`src/include/drc_pkg.sv`:
```
package drc_pkg;
   // ----------------------------------------------------------------
   // register map: printed offsets are word indices, byte address = 4*index
   // ----------------------------------------------------------------
   localparam int ADDR_W = 18;                         // byte address width
   localparam int DATA_W = 32;                         // bus data width
   localparam int REG_W = 16;                          // register width
   localparam logic [15:0] IDX_SLEEP_REQ = 16'hF400;   // core_sleep_request
   localparam logic [15:0] IDX_STROBE_SEL = 16'hF401;  // frame_strobe_select
   localparam logic [15:0] IDX_RUN_TRIG = 16'hF402;    // core_run_trigger
   localparam logic [15:0] IDX_ENTRY = 16'hF404;       // program entry point
   localparam logic [15:0] IDX_STATUS = 16'hF410;      // run state readback
   // ----------------------------------------------------------------
   // reset values and field positions
   // ----------------------------------------------------------------
   localparam logic [15:0] RST_SLEEP_REQ = 16'h0000;   // running
   localparam logic [15:0] RST_STROBE_SEL = 16'h0002;  // x1 base rate
   localparam logic [15:0] RST_RUN_TRIG = 16'h0000;    // not triggered
   localparam logic [15:0] RST_ENTRY = 16'h0000;       // entry address
   localparam int SLEEP_BIT = 0;                       // sleep request bit
   localparam int RUN_BIT = 0;                         // run trigger bit
   localparam int SEL_W = 5;                           // selector field width
   localparam int STAT_EDGE_BIT = 2;                   // block boundary flag
   // ----------------------------------------------------------------
   // frame strobe selector codes
   // ----------------------------------------------------------------
   localparam logic [4:0] SEL_CG1_FIRST = 5'h00;       // clock gen 1, /4
   localparam logic [4:0] SEL_CG2_FIRST = 5'h05;       // clock gen 2, /6
   localparam logic [4:0] SEL_SIN_FIRST = 5'h08;       // serial input 0
   localparam logic [4:0] SEL_SOUT_FIRST = 5'h0C;      // serial output 0
   localparam logic [4:0] SEL_SPDIF = 5'h10;           // spdif receiver
   localparam int NUM_SRC = 17;                        // defined sources
   // ----------------------------------------------------------------
   // bus responses and core states
   // ----------------------------------------------------------------
   localparam logic [1:0] RESP_OKAY = 2'h0;            // accepted
   localparam logic [1:0] RESP_SLVERR = 2'h2;          // unmapped address
   typedef enum logic [1:0] {
      DRC_STOP = 2'h0,                                 // never launched
      DRC_WAIT = 2'h1,                                 // awaiting frame strobe
      DRC_EXEC = 2'h3,                                 // running one sample
      DRC_SLEEP = 2'h2                                 // sleeping, irqs masked
   } drc_state_t;
endpackage : drc_pkg

```
`src/hw/drc_core_ctrl.sv`:
```
`timescale 1ns/10ps
module drc_core_ctrl
   import drc_pkg::*;
(
   input wire logic aclk,                      // 20 MHz system clock
   input wire logic aresetn,                   // synchronous reset, low
   input wire logic [ADDR_W-1:0] s_axi_awaddr, // write address
   input wire logic s_axi_awvalid,             // write address valid
   output logic s_axi_awready,                 // write address ready
   input wire logic [DATA_W-1:0] s_axi_wdata,  // write data
   input wire logic [3:0] s_axi_wstrb,         // write byte enables
   input wire logic s_axi_wvalid,              // write data valid
   output logic s_axi_wready,                  // write data ready
   output logic [1:0] s_axi_bresp,             // write response
   output logic s_axi_bvalid,                  // write response valid
   input wire logic s_axi_bready,              // write response ready
   input wire logic [ADDR_W-1:0] s_axi_araddr, // read address
   input wire logic s_axi_arvalid,             // read address valid
   output logic s_axi_arready,                 // read address ready
   output logic [DATA_W-1:0] s_axi_rdata,      // read data
   output logic [1:0] s_axi_rresp,             // read response
   output logic s_axi_rvalid,                  // read data valid
   input wire logic s_axi_rready,              // read data ready
   input wire logic [4:0] cg1_strobe,          // clock gen 1: /4 /2 x1 x2 x4
   input wire logic [2:0] cg2_strobe,          // clock gen 2: /6 /3 x2/3
   input wire logic [3:0] sin_frame,           // serial input port frames
   input wire logic [3:0] sout_frame,          // serial output port frames
   input wire logic spdif_frame,               // spdif recovered frame
   input wire logic block_mode,                // program uses block processing
   input wire logic block_end,                 // current sample closes a block
   input wire logic instr_last,                // fetched word ends the pass
   output logic frame_start,                   // frame start pulse to core
   output logic [15:0] fetch_addr,             // program memory address
   output logic fetch_en,                      // program memory read enable
   output logic core_irq_en,                   // core interrupts allowed
   output logic core_running                   // core launched and awake
);
   // ----------------------------------------------------------------
   // functions
   // ----------------------------------------------------------------
   // byte-lane merge of a write into a 16-bit register
   function automatic logic [15:0] lane_merge(input logic [15:0] old,
                                             input logic [31:0] data,
                                             input logic [3:0] strb);
      logic [15:0] v;
      v = old;
      if (strb[0]) begin
         v[7:0] = data[7:0];
      end
      if (strb[1]) begin
         v[15:8] = data[15:8];
      end
      return v;
   endfunction : lane_merge

   // true for every word index that holds a register
   function automatic logic is_mapped(input logic [15:0] idx);
      return (idx == IDX_SLEEP_REQ) || (idx == IDX_STROBE_SEL) ||
             (idx == IDX_RUN_TRIG) || (idx == IDX_ENTRY) || (idx == IDX_STATUS);
   endfunction : is_mapped

   // ----------------------------------------------------------------
   // declarations
   // ----------------------------------------------------------------
   logic aw_held_r;                 // write address captured
   logic [15:0] aw_idx_r;           // captured word index
   logic w_held_r;                  // write data captured
   logic [31:0] wdata_r;            // captured write data
   logic [3:0] wstrb_r;             // captured byte enables
   logic bvalid_r;                  // write response pending
   logic [1:0] bresp_r;             // write response code
   logic rvalid_r;                  // read data pending
   logic [31:0] rdata_r;            // read data word
   logic [1:0] rresp_r;             // read response code
   logic wr_fire;                   // register write this cycle
   logic [15:0] sleep_req_r;        // core_sleep_request
   logic [15:0] strobe_sel_r;       // frame_strobe_select
   logic [15:0] run_trig_r;         // core_run_trigger
   logic [15:0] entry_r;            // program entry point
   logic [15:0] run_trig_nxt;       // run trigger after this write
   logic run_rise;                  // run bit 0 to 1 this cycle
   logic [NUM_SRC-1:0] src_vec;     // all strobe sources in code order
   logic sel_strobe;                // selected frame strobe
   logic sleep_now;                 // sleep requested
   logic edge_ok;                   // at a block boundary
   logic go_ok;                     // a new pass may start
   drc_state_t state_r;             // core run state
   logic [15:0] pc_r;               // program counter
   logic blk_edge_r;                // last finished sample closed a block
   logic [15:0] status_w;           // status readback

   // ----------------------------------------------------------------
   // write channel
   // ----------------------------------------------------------------
   assign s_axi_awready = !aw_held_r;
   assign s_axi_wready = !w_held_r;
   assign s_axi_bvalid = bvalid_r;
   assign s_axi_bresp = bresp_r;
   assign wr_fire = aw_held_r && w_held_r && !bvalid_r;

   // address and data taken in either order
   always_ff @(posedge aclk) begin
      if (!aresetn) begin
         aw_held_r <= 1'b0;
         aw_idx_r <= 16'h0000;
         w_held_r <= 1'b0;
         wdata_r <= 32'h0000_0000;
         wstrb_r <= 4'h0;
      end else begin
         if (s_axi_awvalid && !aw_held_r) begin
            aw_held_r <= 1'b1;
            aw_idx_r <= s_axi_awaddr[17:2];
         end else if (wr_fire) begin
            aw_held_r <= 1'b0;
         end
         if (s_axi_wvalid && !w_held_r) begin
            w_held_r <= 1'b1;
            wdata_r <= s_axi_wdata;
            wstrb_r <= s_axi_wstrb;
         end else if (wr_fire) begin
            w_held_r <= 1'b0;
         end
      end
   end

   // write response one cycle after both halves are held
   always_ff @(posedge aclk) begin
      if (!aresetn) begin
         bvalid_r <= 1'b0;
         bresp_r <= RESP_OKAY;
      end else if (wr_fire) begin
         bvalid_r <= 1'b1;
         bresp_r <= is_mapped(aw_idx_r) ? RESP_OKAY : RESP_SLVERR;
      end else if (s_axi_bready) begin
         bvalid_r <= 1'b0;
      end
   end

   // ----------------------------------------------------------------
   // control registers
   // ----------------------------------------------------------------
   assign run_trig_nxt = lane_merge(run_trig_r, wdata_r, wstrb_r);
   // only a 0 to 1 write launches, a 1 to 0 write is stored only
   assign run_rise = wr_fire && (aw_idx_r == IDX_RUN_TRIG) &&
                     run_trig_nxt[RUN_BIT] && !run_trig_r[RUN_BIT];

   // register storage, reserved bits held as written
   always_ff @(posedge aclk) begin
      if (!aresetn) begin
         sleep_req_r <= RST_SLEEP_REQ;
         strobe_sel_r <= RST_STROBE_SEL;
         run_trig_r <= RST_RUN_TRIG;
         entry_r <= RST_ENTRY;
      end else if (wr_fire) begin
         case (aw_idx_r)
            IDX_SLEEP_REQ: begin
               sleep_req_r <= lane_merge(sleep_req_r, wdata_r, wstrb_r);
            end
            IDX_STROBE_SEL: begin
               strobe_sel_r <= lane_merge(strobe_sel_r, wdata_r, wstrb_r);
            end
            IDX_RUN_TRIG: begin
               run_trig_r <= run_trig_nxt;
            end
            IDX_ENTRY: begin
               entry_r <= lane_merge(entry_r, wdata_r, wstrb_r);
            end
            default: begin
               // unmapped or read-only: nothing stored
            end
         endcase
      end
   end

   // ----------------------------------------------------------------
   // read channel
   // ----------------------------------------------------------------
   assign s_axi_arready = !rvalid_r;
   assign s_axi_rvalid = rvalid_r;
   assign s_axi_rdata = rdata_r;
   assign s_axi_rresp = rresp_r;
   assign status_w = {13'h0000, blk_edge_r, state_r};

   // read data registered one cycle after the address
   always_ff @(posedge aclk) begin
      if (!aresetn) begin
         rvalid_r <= 1'b0;
         rdata_r <= 32'h0000_0000;
         rresp_r <= RESP_OKAY;
      end else if (s_axi_arvalid && !rvalid_r) begin
         rvalid_r <= 1'b1;
         rresp_r <= is_mapped(s_axi_araddr[17:2]) ? RESP_OKAY : RESP_SLVERR;
         case (s_axi_araddr[17:2])
            IDX_SLEEP_REQ: rdata_r <= {16'h0000, sleep_req_r};
            IDX_STROBE_SEL: rdata_r <= {16'h0000, strobe_sel_r};
            IDX_RUN_TRIG: rdata_r <= {16'h0000, run_trig_r};
            IDX_ENTRY: rdata_r <= {16'h0000, entry_r};
            IDX_STATUS: rdata_r <= {16'h0000, status_w};
            default: rdata_r <= 32'h0000_0000;
         endcase
      end else if (s_axi_rready) begin
         rvalid_r <= 1'b0;
      end
   end

   // ----------------------------------------------------------------
   // frame strobe selection
   // ----------------------------------------------------------------
   // sources packed so that the selector code is the bit index
   assign src_vec[4:0] = cg1_strobe;
   assign src_vec[7:5] = cg2_strobe;
   assign src_vec[11:8] = sin_frame;
   assign src_vec[15:12] = sout_frame;
   assign src_vec[16] = spdif_frame;

   // codes past the last source give no strobe at all
   always_comb begin
      if (strobe_sel_r[SEL_W-1:0] <= SEL_SPDIF) begin
         sel_strobe = src_vec[strobe_sel_r[SEL_W-1:0]];
      end else begin
         sel_strobe = 1'b0;
      end
   end

   // ----------------------------------------------------------------
   // core run state and program counter
   // ----------------------------------------------------------------
   assign sleep_now = sleep_req_r[SLEEP_BIT];
   // a block flow may only stop on a block boundary
   assign edge_ok = !block_mode || block_end;
   // an open block keeps taking passes under a sleep request, else it hangs
   assign go_ok = !sleep_now || (block_mode && !blk_edge_r);

   // stop -> wait -> exec -> wait ... with sleep taken between passes
   always_ff @(posedge aclk) begin
      if (!aresetn) begin
         state_r <= DRC_STOP;
      end else begin
         case (state_r)
            DRC_STOP: begin
               if (run_rise) begin
                  state_r <= DRC_WAIT;
               end
            end
            DRC_WAIT: begin
               if (sleep_now && (!block_mode || blk_edge_r)) begin
                  state_r <= DRC_SLEEP;
               end else if (sel_strobe && go_ok) begin
                  state_r <= DRC_EXEC;
               end
            end
            DRC_EXEC: begin
               // the pass in progress always runs to its last word
               if (instr_last) begin
                  state_r <= (sleep_now && edge_ok) ? DRC_SLEEP : DRC_WAIT;
               end
            end
            DRC_SLEEP: begin
               if (!sleep_now) begin
                  state_r <= DRC_WAIT;
               end
            end
            default: begin
               state_r <= DRC_STOP;
            end
         endcase
      end
   end

   // block boundary tracking for sleep in block flows
   always_ff @(posedge aclk) begin
      if (!aresetn) begin
         blk_edge_r <= 1'b1;
      end else if (state_r == DRC_EXEC && instr_last) begin
         blk_edge_r <= block_end;
      end
   end

   // pc loads the entry point, then steps one word per cycle
   always_ff @(posedge aclk) begin
      if (!aresetn) begin
         pc_r <= RST_ENTRY;
      end else if (run_rise && state_r == DRC_STOP) begin
         pc_r <= entry_r;
      end else if (state_r == DRC_WAIT && sel_strobe && go_ok) begin
         pc_r <= entry_r;
      end else if (state_r == DRC_EXEC && !instr_last) begin
         pc_r <= pc_r + 16'h0001;
      end
   end

   // ----------------------------------------------------------------
   // outputs to the core
   // ----------------------------------------------------------------
   assign fetch_addr = pc_r;
   assign fetch_en = (state_r == DRC_EXEC);
   // no interrupts and so no sample movement while asleep or asking to
   assign core_irq_en = (state_r != DRC_STOP) && (state_r != DRC_SLEEP) &&
                        !sleep_now;
   assign core_running = (state_r == DRC_WAIT) || (state_r == DRC_EXEC);
   assign frame_start = (state_r == DRC_WAIT) && sel_strobe && go_ok;
endmodule : drc_core_ctrl

```
`config.mk`:
```
export PLATFORM = sky130hd
export DESIGN_NAME = drc_core_ctrl
export DESIGN_NICKNAME = d
export VERILOG_FILES = /design/src/include/drc_pkg.sv /design/src/hw/drc_core_ctrl.sv
export SDC_FILE = /design/constraint.sdc
export NUM_CORES = 1
export LEC_CHECK = 0
export BUFFER_PORTS_ARGS = -buffer_cell sky130_fd_sc_hd__buf_2
export CAP_MARGIN = 20
export CORE_MARGIN = 5
export CORE_UTILIZATION = 45
export DETAILED_ROUTE_END_ITERATION = 10
export GPL_TIMING_DRIVEN = 0
export PLACE_DENSITY = 0.67
export SYNTH_ARGS = -nofsm -noshare
export SYNTH_HDL_FRONTEND = slang
export SYNTH_SLANG_ARGS = --single-unit
```
`constraint.sdc`:
```
create_clock -name aclk -period 4 [get_ports aclk]
set_input_delay 0 -clock aclk [delete_from_list [all_inputs] [get_ports aclk]]
set_output_delay 0 -clock aclk [all_outputs]
set_load 0.05 [all_outputs]
```
==> metrics.log, run 1 <==
[metrics] count of buffers added by post-CTS timing repair for setup: 0
[metrics] worst skew pair latency: 0.42 ns
[metrics] status: finished clean
[metrics] clock buffers created by TritonCTS: 17
[metrics] count of buffers from port buffering: 119
[metrics] slowest stage cell, crit path: nor4b_1
[metrics] Horiz. Die Dim: 127 µm
[metrics] Data required, critical path: 4.27 ns
[metrics] worst min-delay path class: in2reg
[metrics] clock tree from TritonCTS: yes
[metrics] vias in the first global route: approximately 5400
[metrics] number of enable flip-flop cells after synthesis: 0
[metrics] unrepaired setup endpoints after global routing: false
[metrics] count of maximum capacitance violations: 0
[metrics] DR DRC count: 0
[metrics] violation count after the first detailed-route iteration: ~420
[metrics] H-tree levels: 4
[metrics] Hold Fails Final Rpt: 0
[metrics] Clock Path Buffers: 2
[metrics] cell row count: 43
[metrics] number of distinct standard cells referenced by the synthesized netlist: 57
[metrics] Cells after Synth: ~710
[metrics] Setup TNS: 0 ns
[metrics] die area: ~0.016 mm²
[metrics] Routed WL: between 15000 and 20000 µm
[metrics] total power per unit cell area: 405 mW/mm²
[metrics] initial core utilization: 0.452
[metrics] static power due to leakage: about 3.7 nW
[metrics] async set-reset flop share out of synthesis: 0
[metrics] Post-Synthesis Mean Instance Area: approximately 8.7 µm²
[metrics] number of max-slew violations in the final report: 0
[metrics] maximum number of pins on one net before global-route repair: 17
[metrics] Setup crit end kind: register
[metrics] number of iterations in the first detailed-routing pass: 5
[metrics] Worst setup SP type: register
[metrics] all-layer global routing usage: 0.213
[metrics] worst hold slack: around 0.074 ns
[metrics] Syn Std Cell Area: around 0.0062 mm²
[metrics] buffer type at the clock tree root: clkbuf_16
[metrics] vertical extent of the die: about 130 µm
[metrics] Max Clock Skew: 0.0153 ns
[metrics] start-to-end type of the worst setup path: reg2reg
[metrics] sum of net half-perimeters after detailed placement: ~13000 µm
[metrics] mean routed wirelength per cell: 15.6 µm
[metrics] Overflow after GRT: 0
[metrics] Syn. warnings: 0
[metrics] count of nets after finishing: 1008
[metrics] placeable core region: between 0.01 and 0.015 mm²
[metrics] Seq/Total Area, Yosys: 0.448
[metrics] detailed-route vias per instance: about 5.1
[metrics] antenna violations before repair: 0
[metrics] predominant post-synthesis flop cell: dfxtp_1
[metrics] critical path's top delay family: simple AND/OR/NAND/NOR gates
[metrics] sum of buffers and inverters on the critical path: 3
[metrics] largest voltage drop on the vdd net: between 0.3 and 0.4 mV
[metrics] maximum fanout along the worst path: 10
[metrics] critical path's largest stage delay: between 0.9 and 1 ns
[metrics] area grow syn2layout: 30.1%
[metrics] Final Wtd Congestion: roughly 0.82
[metrics] global-route wire length before repair: around 28000 µm
[metrics] Final ANT Viol Nets: 0
[metrics] Clock Sinks: 139
[metrics] Period minus WS final: ~2.7 ns
[metrics] share of cells above drive strength 1: 0.224
[metrics] vias after detailed routing: around 5700
[metrics] Slew Limit Headroom: 0.322
[metrics] arrival time of data at the critical path endpoint: 2.95 ns
[metrics] clock-pin transition on the worst setup and hold timing paths: ~0.060 ns
[metrics] final period utilization: 0.670
[metrics] synthesized flop and latch total: ~140
[metrics] # diodes: 0
[metrics] series of cell instances along the critical path: clkbuf_1, nor4b_1, nor3b_1, a2bb2oi_1, o21a_1, buf_4, buf_6, nor2_1, a211oi_2
[metrics] Worst Tran Pin Value: roughly 1.0 ns
[metrics] Max Clock Freq: roughly 0.37 GHz
[metrics] setup-violating endpoint count in the final report: 0
[metrics] count of pins on the block boundary: 160
[worst min-delay path: cells and delay by family]
| kind | cells | cell delay (ns) |
|---|---|---|
| compound gates | 2 | 0.32 |
| buf+inv | 1 | 0.13 |
[sequential cells by signal, summed over array words and instances (netlist names)]
name,cells
aw_idx_r,16
entry_r,16
fetch_addr,16
run_trig_r,16
s_axi_rdata,16
sleep_req_r,16
strobe_sel_r,16
wdata_r,16
state_r,2
wstrb_r,2
aw_held_r,1
blk_edge_r,1
s_axi_bresp,1
s_axi_bvalid,1
s_axi_rresp,1
s_axi_rvalid,1
w_held_r,1
[synthesized netlist by cell type, types with 6 or more instances]
| cell type | instances | area, µm² |
|---|---|---|
| a211oi_1 | 15 | 113 |
| a211oi_2 | 11 | 138 |
| a21oi_1 | 72 | 360 |
| a222oi_1 | 16 | 160 |
| and3_1 | 7 | 43.8 |
| buf_4 | 20 | 150 |
| clkbuf_1 | 31 | 116 |
| dfxtp_1 | 139 | 2780 |
| inv_1 | 7 | 26.3 |
| mux2i_1 | 53 | 531 |
| nand2_1 | 123 | 462 |
| nand2b_1 | 6 | 37.5 |
| nand3_1 | 7 | 35.0 |
| nand4_1 | 9 | 56.3 |
| nor2_1 | 94 | 353 |
| nor2b_1 | 9 | 56.3 |
| nor3_1 | 6 | 30.0 |
| o21ai_0 | 7 | 35.0 |
| xnor2_1 | 6 | 52.6 |
| xor2_1 | 8 | 70.1 |
[worst paths after layout]
check / startpoint / slack, ns / endpoint / depth (start not counted)
max: aw_idx_r[0] / 1.32 / fetch_addr[5] / 9
min: instr_last / 0.07 / state_r[1] / 3
max reg2reg: aw_idx_r[0] / 1.32 / fetch_addr[5] / 9
min reg2reg: aw_idx_r[10] / 0.45 / aw_idx_r[10] / 2
[kinds of logic after synthesis]
logic type / synth area share
AOI/OAI and AO/OA: 0.149
xor gates and xnor gates: 0.0198
adders and majority gates: 0.00363
buffers and inverters: 0.0546
DFF: 0.448
muxes: 0.100
other: 0.000604
and+or+nand+nor: 0.225
[layout make-up]
class                      count  area, µm²
buffer                        57        309
clock buffer                  24        502
clock inverter                 7       63.8
fill                        1244       5640
inverter                       8       30.0
multi-input combinational    524       3150
sequential                   139       2780
tap                          180        225
timing repair buffer         161       1020
[timing repair]
action / CTS / global route
endpoints found under the hold margin: 42 / 0
hold buffers: 42 / 0
gates resized for setup: 0 / 0
[placed cells by master, fill, tap and decap left out, types with 4 or more instances in the layout]
| master | count |
|---|---|
| nor2b_1 | 9 |
| a211oi_2 | 11 |
| and2_1 | 4 |
| a222oi_1 | 16 |
| and3_1 | 7 |
| a211oi_1 | 15 |
| xnor2_1 | 6 |
| xor2_1 | 8 |
| inv_1 | 7 |
| clkinv_2 | 5 |
| dfxtp_1 | 139 |
| mux2i_1 | 53 |
| dlygate4sd3_1 | 42 |
| nor3_1 | 6 |
| conb_1 | 18 |
| buf_4 | 20 |
| o21ai_0 | 7 |
| nand4_1 | 9 |
| nand2b_1 | 6 |
| nand3_1 | 7 |
| clkbuf_8 | 5 |
| nand4b_1 | 4 |
| clkbuf_1 | 33 |
| nand2_1 | 123 |
| nor2_1 | 94 |
| a21oi_1 | 72 |
| a31oi_1 | 4 |
| clkbuf_16 | 17 |
| buf_2 | 123 |
[per-stage QoR]
| stage | setup slack [ns] | area [µm²] | total power [mW] | instances | util |
|---|---|---|---|---|---|
| after floorplan | 1.94 | 6270 | 1.68 | 728 | - |
| after global placement | 1.42 | 7090 | 1.77 | 1027 | 0.517 |
| after detailed placement | 1.43 | 7090 | 1.77 | 1027 | 0.517 |
| after CTS | 1.37 | 8080 | 3.29 | 1100 | 0.589 |
| after global routing | 1.09 | 8080 | 3.37 | 1100 | 0.589 |
| final | 1.32 | 8080 | 3.27 | 1100 | 0.589 |
[metal layers]
layer  GRT usage  part of all wire
met2       0.357              0.47
met5           0                 0
met3      0.0401             0.073
met4      0.0650             0.018
met1       0.278              0.44
[power breakdown]
group / total, mW / leakage (nW) / switching [mW] / internal (mW)
clock network: 1.49 / 0.286 / 0.561 / 0.929
logic: 0.328 / 2.24 / 0.207 / 0.120
registers: 1.45 / 1.13 / 0.0319 / 1.42
(Power assumes the default switching activity.)
==> run 2, diff against run 1 <==
- clock period: 4 -> 2.68 ns (I/O delays scaled with it)
==> metrics.log, run 2 (synthesized netlist as in run 1, its figures left out) <==
[metrics] cell area after layout: ~0.0081 mm²
[metrics] antenna violations before repair: 0
[metrics] Setup crit end kind: primary output
[metrics] all-layer global routing usage: 0.213
[metrics] Clock Sinks: about 140
[metrics] commonest non-fill, non-tap cells in the layout: dfxtp_1, buf_2, nand2_1
[metrics] Period minus WS final: between 2 and 2.5 ns
[metrics] logic gate share of total power: 0.100
[metrics] sum of net half-perimeters after detailed placement: ~13000 µm
[metrics] placeable core region: 0.0137 mm²
[metrics] final period utilization: 0.919
[metrics] number of iterations in the first detailed-routing pass: 6
[metrics] count of buffers added by post-CTS timing repair for setup: 0
[metrics] instance count along the most critical hold path: 3
[metrics] Slew Limit Headroom: 0.499
[metrics] Horiz. Die Dim: between 100 and 150 µm
[metrics] clock tree from TritonCTS: yes
[metrics] # diodes: 0
[metrics] Clock Path Buffers: 2
[metrics] detailed-route vias per instance: 5.15
[metrics] sequential group share of total power: 0.444
[metrics] H-tree levels: 4
[metrics] count of maximum capacitance violations: 0
[metrics] critical path's most frequent cell: buf_2
[metrics] status: finished clean
[metrics] Hold Fails Final Rpt: 0
[metrics] setup-violating endpoint count in the final report: 0
[metrics] die area: ~0.016 mm²
[metrics] cell row count: 43
[metrics] overall power: 4.88 mW
[metrics] number of max-slew violations in the final report: 0
[metrics] Routed WL: around 17000 µm
[metrics] share of cells above drive strength 1: 0.225
[metrics] largest voltage drop on the vdd net: ~0.46 mV
[metrics] clock buffers created by TritonCTS: 17
[metrics] sequential cell area: roughly 0.0028 mm²
[metrics] Setup TNS: 0 ns
[metrics] static power due to leakage: around 3.7 nW
[metrics] mean routed wirelength per cell: between 15 and 20 µm
[metrics] count of buffers from port buffering: between 100 and 150
[metrics] Worst setup endpoint: frame_start
[metrics] clock-pin transition on the worst setup and hold timing paths: about 0.050 ns
[metrics] Worst Tran Pin Value: approximately 0.75 ns
[metrics] Max Clock Skew: between 0.01 and 0.015 ns
[metrics] global-route wire length before repair: roughly 28000 µm
[metrics] worst skew pair latency: around 0.42 ns
[metrics] start-to-end type of the worst setup path: reg2out
[metrics] unrepaired setup endpoints after global routing: false
[metrics] vias after detailed routing: between 5000 and 6000
[metrics] FF-to-FF End: entry_r[2]
[metrics] switching power as a share of total power: 0.246
[metrics] Max Clock Freq: 0.406 GHz
[metrics] Overflow after GRT: 0
[metrics] maximum fanout along the worst path: 8
[metrics] worst-case register-to-register setup slack: approximately 0.23 ns
[metrics] slack of the critical path: 0.216 ns
[metrics] sum of buffers and inverters on the critical path: 2
[metrics] maximum number of pins on one net before global-route repair: 17
[metrics] worst min-delay path class: in2reg
[metrics] critical path's largest stage delay: about 0.51 ns
[metrics] initial core utilization: 0.452
[metrics] arrival time of data at the critical path endpoint: 2.46 ns
[metrics] count of nets after finishing: ~1000
[metrics] CP startpoint: strobe_sel_r[1]
[metrics] Worst setup SP type: register
[metrics] slowest stage cell, crit path: mux4_2
[metrics] Power Internal: ~3.7 mW
[metrics] Fillers: ~1200
[metrics] power spent charging and discharging nets: approximately 1.2 mW
[metrics] most common library cell in the layout ignoring fill and taps: dfxtp_1
[metrics] Final ANT Viol Nets: 0
[metrics] vias in the first global route: 5401
[metrics] worst r2r path cells: 5
[metrics] Data required, critical path: about 2.7 ns
[metrics] cell area reported after detailed placement: 0.00709 mm²
[metrics] DR DRC count: 0
[metrics] vertical extent of the die: ~130 µm
[metrics] reg-to-reg critical path startpoint: aw_idx_r[7]
[metrics] power share of the clock group: 0.456
[metrics] count of pins on the block boundary: 160
[metrics] worst setup timing slack at the placement stage: ~0.11 ns
[metrics] series of cell instances along the critical path: buf_2, mux4_2, nor2b_1, o31ai_4, and2_1, nor2_1, buf_2
[metrics] violation count after the first detailed-route iteration: approximately 450
[metrics] area grow syn2layout: 30.2%
[metrics] Levels on crit path: 7
[metrics] critical path's top delay family: multiplexers
[metrics] buffer type at the clock tree root: clkbuf_16
[metrics] area of combinational cells with multiple inputs: between 0.003 and 0.004 mm²
[metrics] Final Wtd Congestion: a little over 0.8
[metrics] total power per unit cell area: approximately 600 mW/mm²
[metrics] start point of the worst hold path: instr_last
run 2: cell types whose count changed in the layout (fill, tap and decap cells not counted):
cell	before	now
nor4b_2	0	1
nor4b_1	3	2
run 2: cell type report:
class / instances / share of cell area
multi-input combinational: 524 / 0.390
sequential: 139 / 0.344
timing repair buffer: 161 / 0.126
clock buffer: 24 / 0.0621
buffer: 57 / 0.0382
tap: 180 / 0.0279
clock inverter: 7 / 0.00789
inverter: 8 / 0.00371
run 2: metal layers:
layer  vias up  track usage  share of wire
met5         -            0              0
met4         0       0.0650          0.017
met3        25       0.0401          0.064
met2       178        0.357           0.47
met1      2610        0.278           0.45
li1       2851            -              -
run 2: worst min-delay path by stage:
stage	end	slack, ns
after floorplan	s_axi_rvalid	0.1
after global placement	s_axi_rvalid	0.19
after detailed placement	s_axi_rvalid	0.19
after CTS	s_axi_rdata[15]	0.06
after global routing	s_axi_rdata[3]	0.11
final	state_r[1]	0.07
run 2: power groups by stage:
stage / combinational (mW) / clock, mW / sequential [mW]
CTS: 0.486 / 2.26 / 2.16
finish: 0.490 / 2.23 / 2.17
floorplan: 0.249 / 0 / 2.25
global placement: 0.437 / 0 / 2.21
detailed placement: 0.439 / 0 / 2.21
global route: 0.530 / 2.33 / 2.17
run 2: worst min-delay path: stages:
cell,delay [ns]
buf_2,0.13
a21oi_1,0.16
a32o_1,0.16
run 2: metrics by stage:
stage,cells,hold slack [ns],utilization
6_report,1100,0.0731,0.589
5_1_grt,1100,0.115,0.589
4_1_cts,1100,0.0586,0.589
3_5_place_dp,1027,0.192,0.517
3_3_place_gp,1027,0.187,0.517
2_1_floorplan,728,0.0990,-
run 2: repair_timing:
item	in CTS	in global routing
hold buffers	42	0
endpoints found under the hold margin	42	0
setup endpoints to repair	0	16
resized for setup	0	1
